[src/sram_burst_pkg.sv]
// Shared constants for the burst SRAM link and its two ends
package sram_burst_pkg;
    localparam int WORD_W = 18;
    localparam int BYTE_W = 9;
    localparam int LANES = 2;
    localparam int BURST_LEN = 4;
    localparam int BURST_W = WORD_W * BURST_LEN;
    localparam int MASK_W = LANES * BURST_LEN;
    localparam int ADDR_W = 20;
    localparam int FIFO_DEPTH = 32;
    localparam int CLK_MHZ = 10;
    localparam int PLL_OFF_MAX_MHZ = 167;
    // Least half period of the link clock allowed with the PLL off
    localparam int K_HALF_MIN_RAW =
        (CLK_MHZ + 2 * PLL_OFF_MAX_MHZ - 1) / (2 * PLL_OFF_MAX_MHZ);
    localparam int K_HALF_MIN_CYCLES =
        (K_HALF_MIN_RAW < 1) ? 1 : K_HALF_MIN_RAW;
    // Half period of the link clock in system clocks
    localparam int K_HALF_CYCLES = 8;
    // Read latency in clock phase edges: 2.5 cycles and 1 cycle
    localparam int LAT_PLL_HALVES = 5;
    localparam int LAT_LEGACY_HALVES = 2;
    localparam logic [2:0] BEATS_AFTER_FIRST = 3'h3;
    localparam logic [2:0] BEATS_TOTAL = 3'h4;
    localparam logic [1:0] LAST_BEAT = 2'h3;
endpackage

[src/sram_link_if.sv]
// Pin bundle between the memory controller and the burst SRAM
`timescale 1ns/1ns
interface sram_link_if #(
    parameter int AW = sram_burst_pkg::ADDR_W
) ();
    logic kClk;
    logic kClkN;
    logic pllDisableN;
    logic readPortSelectN;
    logic writePortSelectN;
    logic [sram_burst_pkg::LANES-1:0] byteLaneWriteMaskN;
    logic [AW-1:0] addr;
    logic [sram_burst_pkg::WORD_W-1:0] d;
    logic [sram_burst_pkg::WORD_W-1:0] q;
    logic qOeN;

    modport ctrl (
        output kClk,
        output kClkN,
        output pllDisableN,
        output readPortSelectN,
        output writePortSelectN,
        output byteLaneWriteMaskN,
        output addr,
        output d,
        input q,
        input qOeN
    );

    modport mem (
        input kClk,
        input kClkN,
        input pllDisableN,
        input readPortSelectN,
        input writePortSelectN,
        input byteLaneWriteMaskN,
        input addr,
        input d,
        output q,
        output qOeN
    );
endinterface

[src/burst_sram_ctrl.sv]
// Controller end: request FIFO, link clock divider, burst sequencing
`timescale 1ns/1ns
module sync_fifo #(
    parameter int W = 8,
    parameter int DEPTH = sram_burst_pkg::FIFO_DEPTH
) (
    input wire logic clk,
    input wire logic nrst,
    input wire logic inValid,
    output logic inReady,
    input wire logic [W-1:0] inData,
    output logic outValid,
    input wire logic outReady,
    output logic [W-1:0] outData
);
    localparam int PW = $clog2(DEPTH);
    logic [W-1:0] store [0:DEPTH-1];
    logic [PW-1:0] wrPtr;
    logic [PW-1:0] rdPtr;
    logic [PW:0] count;
    wire push = inValid & inReady;
    wire pop = outValid & outReady;
    wire [PW:0] next_count = count + {{PW{1'h0}}, push}
        - {{PW{1'h0}}, pop};

    assign outData = store[rdPtr];

    always_ff @(posedge clk or negedge nrst) begin
        if (!nrst) begin
            wrPtr <= '0;
            rdPtr <= '0;
            count <= '0;
            inReady <= 1'h1;
            outValid <= 1'h0;
        end else begin
            wrPtr <= push ? PW'(wrPtr + 1'h1) : wrPtr;
            rdPtr <= pop ? PW'(rdPtr + 1'h1) : rdPtr;
            count <= next_count;
            inReady <= next_count != (PW+1)'(DEPTH);
            outValid <= next_count != '0;
        end
    end

    always_ff @(posedge clk) begin
        if (push) begin
            store[wrPtr] <= inData;
        end
    end
endmodule

module burst_sram_ctrl #(
    parameter int AW = sram_burst_pkg::ADDR_W,
    parameter int HALF = sram_burst_pkg::K_HALF_CYCLES
) (
    input wire logic clk,
    input wire logic nrst,
    sram_link_if.ctrl link,
    input wire logic reqValid,
    output logic reqReady,
    input wire logic reqWrite,
    input wire logic [AW-1:0] reqAddr,
    input wire logic [sram_burst_pkg::BURST_W-1:0] reqData,
    input wire logic [sram_burst_pkg::MASK_W-1:0] reqMask,
    input wire logic pllDisableN,
    output logic rspValid,
    output logic [sram_burst_pkg::BURST_W-1:0] rspData
);
    localparam int WW = sram_burst_pkg::WORD_W;
    localparam int XW = sram_burst_pkg::BURST_W;
    localparam int MW = sram_burst_pkg::MASK_W;
    localparam int LN = sram_burst_pkg::LANES;
    localparam int FW = 1 + AW + XW + MW;

    wire fifoValid;
    wire [FW-1:0] fifoOut;
    wire issue;

    sync_fifo #(.W(FW), .DEPTH(sram_burst_pkg::FIFO_DEPTH)) reqFifo (
        .clk(clk),
        .nrst(nrst),
        .inValid(reqValid),
        .inReady(reqReady),
        .inData({reqWrite, reqAddr, reqData, reqMask}),
        .outValid(fifoValid),
        .outReady(issue),
        .outData(fifoOut)
    );

    wire oWrite = fifoOut[FW-1];
    wire [AW-1:0] oAddr = fifoOut[XW+MW +: AW];
    wire [XW-1:0] oData = fifoOut[MW +: XW];
    wire [MW-1:0] oMask = fifoOut[MW-1:0];

    // Link clock pair, outputs change mid phase
    logic [7:0] divCnt;
    logic cmdTurn;
    wire halfEnd = divCnt == 8'(HALF - 1);
    wire prep = divCnt == 8'(HALF / 2 - 1);
    wire prepRise = prep & ~link.kClk;

    always_ff @(posedge clk or negedge nrst) begin
        if (!nrst) begin
            divCnt <= 8'h00;
            link.kClk <= 1'h0;
            link.kClkN <= 1'h1;
            link.pllDisableN <= 1'h1;
        end else begin
            divCnt <= halfEnd ? 8'h00 : divCnt + 8'h01;
            link.pllDisableN <= pllDisableN;
            if (halfEnd) begin
                link.kClk <= ~link.kClk;
                link.kClkN <= link.kClk;
            end
        end
    end

    // Commands on every other positive rise
    assign issue = prepRise & cmdTurn & fifoValid;

    logic wArm;
    logic [2:0] wCnt;
    logic [XW-1:0] wPendData;
    logic [MW-1:0] wPendMask;
    logic [XW-1:0] wCurData;
    logic [MW-1:0] wCurMask;
    wire beatStart = prepRise & wArm;
    wire beatTake = prep & (beatStart | (wCnt != 3'h0));
    wire [2:0] beatRem = sram_burst_pkg::BEATS_TOTAL - wCnt;
    wire [1:0] beatIdx = beatStart ? 2'h0 : beatRem[1:0];
    wire [XW-1:0] srcData = beatStart ? wPendData : wCurData;
    wire [MW-1:0] srcMask = beatStart ? wPendMask : wCurMask;

    always_ff @(posedge clk or negedge nrst) begin
        if (!nrst) begin
            cmdTurn <= 1'h1;
            link.readPortSelectN <= 1'h1;
            link.writePortSelectN <= 1'h1;
            link.addr <= '0;
            wArm <= 1'h0;
            wPendData <= '0;
            wPendMask <= '0;
        end else if (prepRise) begin
            cmdTurn <= ~cmdTurn;
            link.readPortSelectN <= ~(issue & ~oWrite);
            link.writePortSelectN <= ~(issue & oWrite);
            link.addr <= issue ? oAddr : link.addr;
            wArm <= issue & oWrite;
            if (issue) begin
                wPendData <= oData;
                wPendMask <= oMask;
            end
        end
    end

    always_ff @(posedge clk or negedge nrst) begin
        if (!nrst) begin
            wCnt <= 3'h0;
            wCurData <= '0;
            wCurMask <= '0;
            link.d <= '0;
            link.byteLaneWriteMaskN <= '1;
        end else if (beatTake) begin
            wCnt <= beatStart ? sram_burst_pkg::BEATS_AFTER_FIRST
                : wCnt - 3'h1;
            wCurData <= srcData;
            wCurMask <= srcMask;
            link.d <= srcData[WW*beatIdx +: WW];
            link.byteLaneWriteMaskN <= ~srcMask[LN*beatIdx +: LN];
        end
    end

    // Read data capture through two flops
    logic [WW:0] qMeta;
    logic [WW:0] qSync;
    logic [XW-1:0] rdBuf;
    logic [1:0] rdCnt;
    wire rdTake = halfEnd & ~qSync[WW];
    wire [XW-1:0] rdShift = {qSync[WW-1:0], rdBuf[XW-1:WW]};

    always_ff @(posedge clk or negedge nrst) begin
        if (!nrst) begin
            qMeta <= {1'h1, {WW{1'h0}}};
            qSync <= {1'h1, {WW{1'h0}}};
            rdBuf <= '0;
            rdCnt <= 2'h0;
            rspValid <= 1'h0;
            rspData <= '0;
        end else begin
            qMeta <= {link.qOeN, link.q};
            qSync <= qMeta;
            rspValid <= rdTake & (rdCnt == sram_burst_pkg::LAST_BEAT);
            if (rdTake) begin
                rdBuf <= rdShift;
                rdCnt <= rdCnt + 2'h1;
            end
            if (rdTake && rdCnt == sram_burst_pkg::LAST_BEAT) begin
                rspData <= rdShift;
            end
        end
    end
endmodule

[src/flat_wrapper.sv]
// flat-port wrapper written by rule: the top's interface ports become plain ports
module burst_sram_ctrl_flat 
#(
    parameter int AW = sram_burst_pkg::ADDR_W,
    parameter int HALF = sram_burst_pkg::K_HALF_CYCLES
)
  (clk, nrst, reqValid, reqReady, reqWrite, reqAddr, reqData, reqMask, pllDisableN, rspValid, rspData, link_kClk, link_kClkN, link_pllDisableN, link_readPortSelectN, link_writePortSelectN, link_byteLaneWriteMaskN, link_addr, link_d, link_q, link_qOeN);
  sram_link_if #(.AW(AW)) link_i ();
  input wire logic clk;
  input wire logic nrst;
  input wire logic reqValid;
  output logic reqReady;
  input wire logic reqWrite;
  input wire logic [AW-1:0] reqAddr;
  input wire logic [sram_burst_pkg::BURST_W-1:0] reqData;
  input wire logic [sram_burst_pkg::MASK_W-1:0] reqMask;
  input wire logic pllDisableN;
  output logic rspValid;
  output logic [sram_burst_pkg::BURST_W-1:0] rspData;
  output wire logic [$bits(link_i.kClk)-1:0] link_kClk;
  output wire logic [$bits(link_i.kClkN)-1:0] link_kClkN;
  output wire logic [$bits(link_i.pllDisableN)-1:0] link_pllDisableN;
  output wire logic [$bits(link_i.readPortSelectN)-1:0] link_readPortSelectN;
  output wire logic [$bits(link_i.writePortSelectN)-1:0] link_writePortSelectN;
  output wire logic [$bits(link_i.byteLaneWriteMaskN)-1:0] link_byteLaneWriteMaskN;
  output wire logic [$bits(link_i.addr)-1:0] link_addr;
  output wire logic [$bits(link_i.d)-1:0] link_d;
  input wire logic [$bits(link_i.q)-1:0] link_q;
  input wire logic [$bits(link_i.qOeN)-1:0] link_qOeN;
  assign link_kClk = link_i.kClk;
  assign link_kClkN = link_i.kClkN;
  assign link_pllDisableN = link_i.pllDisableN;
  assign link_readPortSelectN = link_i.readPortSelectN;
  assign link_writePortSelectN = link_i.writePortSelectN;
  assign link_byteLaneWriteMaskN = link_i.byteLaneWriteMaskN;
  assign link_addr = link_i.addr;
  assign link_d = link_i.d;
  assign link_i.q = link_q;
  assign link_i.qOeN = link_qOeN;
  burst_sram_ctrl #(.AW(AW), .HALF(HALF)) u_core (.clk(clk), .nrst(nrst), .link(link_i), .reqValid(reqValid), .reqReady(reqReady), .reqWrite(reqWrite), .reqAddr(reqAddr), .reqData(reqData), .reqMask(reqMask), .pllDisableN(pllDisableN), .rspValid(rspValid), .rspData(rspData));
endmodule
[config.mk]
export PLATFORM = sky130hd
export DESIGN_NAME = burst_sram_ctrl_flat
export DESIGN_NICKNAME = d
export VERILOG_FILES = /design/src/sram_burst_pkg.sv /design/src/sram_link_if.sv /design/src/burst_sram_ctrl.sv /design/src/flat_wrapper.sv
export SDC_FILE = /design/constraint.sdc
export NUM_CORES = 2
export LEC_CHECK = 0
export BUFFER_PORTS_ARGS = -buffer_cell sky130_fd_sc_hd__buf_2
export CORE_ASPECT_RATIO = 0.8
export CORE_MARGIN = 1.5
export CORE_UTILIZATION = 55
export CTS_BUF_LIST = sky130_fd_sc_hd__clkbuf_8
export DETAILED_ROUTE_END_ITERATION = 8
export GPL_TIMING_DRIVEN = 0
export PLACE_DENSITY_LB_ADDON = 0.3
export SYNTH_ARGS = -nofsm -noshare
export SYNTH_HDL_FRONTEND = slang
export SYNTH_SLANG_ARGS = --single-unit
[constraint.sdc]
create_clock -name clk -period 7.65 [get_ports clk]
set_clock_uncertainty 0.1 [all_clocks]
set_input_delay 1.53 -clock clk [delete_from_list [all_inputs] [get_ports clk]]
set_output_delay 1.53 -clock clk [all_outputs]
set_load 0.1 [all_outputs]
== After elaboration in Yosys (flattened, before gate mapping) ==
Memories as Yosys holds them, arrays and structs flattened.
Cells that the tools add are included.

* $add $sub $neg: 8
* $mul: 1
* Equality and inequality tests: 4
* Shift operators: 2
* Muxes and demuxes: 7
* Bitwise logic cells: 19
* Reduce and logical (&&, ||, !) cells: 4

{| class="wikitable"
|+ Operators by type and width
! kind !! count
|-
| two-way mux 72 bit || 1
|-
| variable part select 72 x 8 -> 18 bit || 1
|-
| two-way mux 8 bit || 2
|-
| bitwise AND 1 bit || 11
|-
| adder 5 x 1 -> 5 bit, second input constant || 2
|-
| adder 8 x 1 -> 8 bit, second input constant || 1
|-
| == test 8 x 2 -> 1 bit, second input constant || 1
|-
| == test 8 x 3 -> 1 bit, second input constant || 1
|-
| variable part select 8 x 4 -> 2 bit || 1
|-
| adder 6 x 1 -> 6 bit || 1
|-
| multiplier 4 x 2 -> 6 bit, first input constant || 1
|-
| != test 6 bit, second input constant || 1
|-
| NOT 1 bit || 6
|-
| nonzero test 6 bit || 1
|-
| subtractor 6 x 1 -> 6 bit || 1
|-
| two-way mux 3 bit || 1
|-
| nonzero test 3 bit || 1
|-
| subtractor 3 x 1 -> 3 bit, second input constant || 1
|-
| adder 2 x 1 -> 2 bit, second input constant || 1
|-
| == test 2 bit, second input constant || 1
|-
| two-way mux 1 bit || 2
|-
| two-way mux 2 bit || 1
|-
| NOT 2 bit || 1
|-
| AND reduction 2 bit || 1
|-
| other kinds (3) || 3
|}

* Register bits after elaboration: 421
* Bits in writable memories: 3232
* Input port bits: 124
* Output and inout bits: 119
* Logic and storage cells: 73
* Memories kept: 1

{| class="wikitable"
|+ Memories
! name !! words !! width !! read ports !! clocked after Yosys merged registers in !! write ports !! line !! RTL
|-
| u_core.reqFifo.store || 32 || 101 || 1 || 0 || 1 || burst_sram_ctrl.sv:17 || <nowiki>logic [W-1:0] store [0:DEPTH-1];</nowiki>
|}

== Longest topological paths before layout ==
* Depth in word-level cells: 7
* Depth in mapped cells: 15
* Gate-level depth less buffers: 14

== Hierarchy ==
From an unflattened synthesis, not the netlist that was laid out.

* Cells, all modules: 6393
* Area, all modules: 137406.8 µm²

{| class="wikitable"
|+ Modules (own cells, without submodules)
! module !! times used !! cells each !! area each (µm²)
|-
| sync_fifo || 1 || 5336 || 122556.3
|-
| burst_sram_ctrl || 1 || 1057 || 14850.5
|}

== Worst setup path before layout ==
OpenSTA, ideal clock, no wires.

* Kind: input to register
* Start point: input reqValid
* End point: memory u_core.reqFifo.store[31][0] (netlist name) (enable)
* Data arrival time: 6.437 ns
* Required time: 6.988 ns
* Setup slack: 0.551 ns
* Stages on the path: 5
* Path buffers: 2
* Path through: and2_1 clkbuf_1 nand2_1 clkbuf_1 nor2_1

* Longest elaborated chain between the ends: 3

{| class="wikitable"
|+ Ends and longest elaborated chain
! element !! line !! RTL
|-
| from (decl) || flat_wrapper.sv:11 || <nowiki>input wire logic reqValid;</nowiki>
|-
| bitwise AND 1 bit || burst_sram_ctrl.sv:21 || <nowiki>wire push = inValid & inReady;</nowiki>
|-
| two-way mux 1 bit || burst_sram_ctrl.sv:45 || <nowiki>if (push) begin</nowiki>
|-
| two-way mux 1 bit (not written as such) || burst_sram_ctrl.sv:46 || <nowiki>store[wrPtr] <= inData;</nowiki>
|-
| to (decl) || burst_sram_ctrl.sv:17 ||
|}

No other way between the ends.

== Worst setup path in the final report ==
* Start point: register u_core.reqFifo.rdPtr[1]
* End point: register u_core.link.addr[1]

* Longest elaborated chain between the ends: 1

{| class="wikitable"
|+ Ends and longest elaborated chain
! element !! line !! RTL
|-
| from (decl) || burst_sram_ctrl.sv:19 || <nowiki>logic [PW-1:0] rdPtr;</nowiki>
|-
| from (signal assigned) || burst_sram_ctrl.sv:37 || <nowiki>rdPtr <= pop ? PW'(rdPtr + 1'h1) : rdPtr;</nowiki>
|-
| memory read (32 x 101 bit) || -- ||
|-
| to (signal assigned) || burst_sram_ctrl.sv:146 || <nowiki>link.addr <= issue ? oAddr : link.addr;</nowiki>
|-
| to (decl) || sram_link_if.sv:24 || <nowiki>output addr,</nowiki>
|}

No other way between the ends.
A chain may end at the register's enable or synchronous reset.

==> flow_metrics.tcl <==
set metrics [dict create \
    setup_viol_count_final 0 \
    peakVddDrop_mv 0.215 \
    yosys_warnings 0 \
    grt_setup_unrepaired "false" \
    setup_tns_ns 0 \
    synthFlopType "edfxtp_1" \
    rows 164 \
    h-tree-depth 6 \
    nNetsFinal 8412 \
    area_delta_synth_final_pct 13.9 \
    drive_gt1_share_pct 20.8 \
    core_mm2 0.250 \
    crit_path_max_fanout 10 \
    grt_pass1_wl_um 553000 \
    worst_ep_arrival_time_ns 5.72 \
    syn_area_mm2 0.139 \
    post_cts_resized 0 \
    maxCapViolations 5 \
    status "complete, but fails checks" \
    power.total_mw 46.8 \
    max_slew_margin_pct -6.95 \
    cts_root_buf "clkbuf_8" \
    ys_seq_elements 3635 \
    holdBufCountCts 0 \
    cts_buffers 551 \
    final_cell_count_no_fill 12000 \
    syn_area_per_cell_um2 19.0 \
    hold_slack_ns 0.219 \
    port_buffers 242 \
    grt_use_total_pct 30.8 \
    cts_post_setup_buffers_inserted 0 \
    fin_crit_sh_pct 64.5 \
    post-route-drc-count 0 \
    numClockSinks 3635 \
    leakage_nw 60.4 \
    final_core_util_pct 63.2 \
    powerDensity_mw_per_mm2 296 \
    ys_types 53 \
    pin_count 243 \
    insertion_delay_ns 1.05 \
    routed_via_density 6.41 \
    async_flop_share_pct 11.1 \
    synth-edff-count 3232 \
    num_vias 77200 \
    violations "capacitance limit, slew limit" \
    drt_iter0_drc 11500 \
    cts.path.max_buffers 4 \
    ant_nets 0 \
    cts_tree "built" \
    syn_nets 7459 \
    synth_seq_area_share_pct 77.1 \
    initial_utilization_pct 55.5 \
    gp_congestion 0.917 \
    end_kind "flip-flop" \
    dieWidth_um 565 \
    die_area_mm2 0.256 \
    placed_cells 11000 \
    tightest_slew_ns 1.60 \
    dr.pass1.iters 6 \
    slew_viol_final 47 \
    post_drt_wl_per_cell_um 32.9 \
    die_y_um 453 \
    dpl.hpwl_um 267000 \
    grt_max_degree 131 \
    cp_data_required_time_ns 8.44 \
    grt_pass1_vias 76700 \
    crit_path_start_kind "flip-flop" \
    synthesis.instances 7319 \
    path_class "reg -> reg" \
    antenna_found_initial 41 \
    max_clock_freq_mhz 203 \
    final_hold_viol_count 0 \
    clk_pin_slew_ns 0.06 \
    min_period_ns 4.93 \
    grt_overflow_total 0 \
    drt_wl_total_um 396000 \
    min_path_type "reg -> reg" \
]
-- metal layers --
metal	global-route usage, %	vias to the layer above	share of wire [%]
li1	-	31500	-
met2	44.7	5182	44
met3	9.94	799	13
met5	0	-	0.035
met4	12.4	18	4.2
met1	43.5	39800	39
-- path summary, 6_finish.rpt --
path,from,to,slack (ns),cells past startpoint
min in group asynchronous,nrst,u_core.rspData[0]$_DFFE_PN0P_,0.30,1
max in group asynchronous,nrst,u_core.wPendData[27]$_DFFE_PN0P_,5.30,4
worst min register to register,u_core.qMeta[10]$_DFF_PN0_,u_core.qSync[10]$_DFF_PN0_,0.22,0
worst max-delay path,u_core.reqFifo.rdPtr[1]$_DFFE_PN0P_,u_core.link.addr[1]$_DFFE_PN0P_,2.72,8
worst max register to register,u_core.reqFifo.rdPtr[1]$_DFFE_PN0P_,u_core.link.addr[1]$_DFFE_PN0P_,2.72,8
worst min-delay path,u_core.qMeta[10]$_DFF_PN0_,u_core.qSync[10]$_DFF_PN0_,0.22,0
-- area by class of cell --
cell class | instances | area, um^2
multi-input combinational | 3236 | 29900
clock buffer | 604 | 8310
clock inverter | 381 | 1970
timing repair buffer | 400 | 4570
tap | 3320 | 4150
buffer | 432 | 2080
antenna | 20 | 50.0
sequential | 3635 | 107000
fill | 17100 | 92100
inverter | 16 | 60.1
-- power breakdown --
part | leakage (nW) | internal (mW) | switching, mW
registers | 34.1 | 23.1 | 0.774
logic | 20.3 | 2.73 | 5.07
clock network | 5.98 | 7.66 | 7.50
total | 60.4 | 33.5 | 13.3
-- cell usage after synthesis (8+ instances only) --
cell type	count	share of area, %
o21ai_0	55	0.20
mux2i_1	1060	7.6
buf_4	42	0.23
a221oi_1	119	0.75
dfrtp_1	393	7.1
mux4_2	309	5.0
or3_1	27	0.12
clkbuf_1	226	0.61
o41ai_2	47	0.55
xnor2_1	13	0.082
nand2_1	568	1.5
nor2_1	63	0.17
ha_1	15	0.14
o221ai_1	15	0.095
nand2b_1	13	0.059
buf_1	24	0.065
o21a_1	8	0.043
a21oi_1	140	0.50
o211ai_1	23	0.12
a31oi_1	8	0.036
nand4_1	25	0.11
o22ai_1	139	0.63
dfstp_2	10	0.19
buf_6	18	0.15
a22o_1	126	0.79
mux2_2	108	0.88
a22oi_1	274	1.5
edfxtp_1	3232	70
inv_1	15	0.041
buf_2	122	0.44
nor3_1	25	0.090
-- cells by family after synthesis --
logic type | count (synthesis) | synth area share, %
DFF | 3635 | 77.1
muxes | 1477 | 13.5
AOI/OAI and AO/OA | 969 | 5.28
and+or+nand+nor | 755 | 2.27
buffers and inverters | 448 | 1.53
xor gates and xnor gates | 19 | 0.120
adders and majority gates | 16 | 0.150
-- state kept, by name, indices dropped and copies added, names as in the netlist, 18 cells and up --
signal	count
u_core.rspData	72
u_core.link.d	18
u_core.reqFifo.store	3232
u_core.wPendData	72
u_core.qMeta	19
u_core.rdBuf	54
u_core.wCurData	72
u_core.qSync	19
u_core.link.addr	20
-- layout by cell type (no fill, tap or decap), types with 15 or more instances in the layout --
master      count
buf_6          18
o211ai_1       23
nand4_1        25
buf_12        133
buf_16         25
inv_1         215
mux2i_1      1060
inv_6          17
o22ai_1       139
nor2_4         32
clkbuf_8      604
nand2_1       568
clkbuf_1      218
diode_2        20
buf_4          42
edfxtp_1     3232
nor3_1         25
or3_1          27
a22oi_1       274
buf_1          23
mux4_2        309
mux2_2        108
dfrtp_1       393
o21ai_0        55
o221ai_1       15
clkinvlp_4     18
buf_2         363
ha_1           15
a22o_1        126
clkinv_1       87
o41ai_2        47
clkinv_2       44
a221oi_1      119
a21oi_1       140
nor2_1         31
-- worst max-delay path: stages, from the launching register on --
cell and delay [ns]:
dfrtp_1 0.43, buf_2 0.29, nor2b_1 0.23, clkbuf_1 0.92, clkbuf_1 1.10, clkbuf_1 0.97, a22oi_1 0.37, a21oi_1 0.23
o41ai_1 0.09
-- stage by stage --
| stage | setup WS [ns] | cell area [um^2] |
|---|---|---|
| finish | 2.72 | 158000 |
| floorplan | 0.551 | 139000 |
| detailed placement | 2.81 | 148000 |
| CTS | 2.92 | 158000 |
| global placement | -6.00 | 144000 |
| global route | 2.76 | 158000 |
Note: power is estimated with default switching activity, not from simulation.
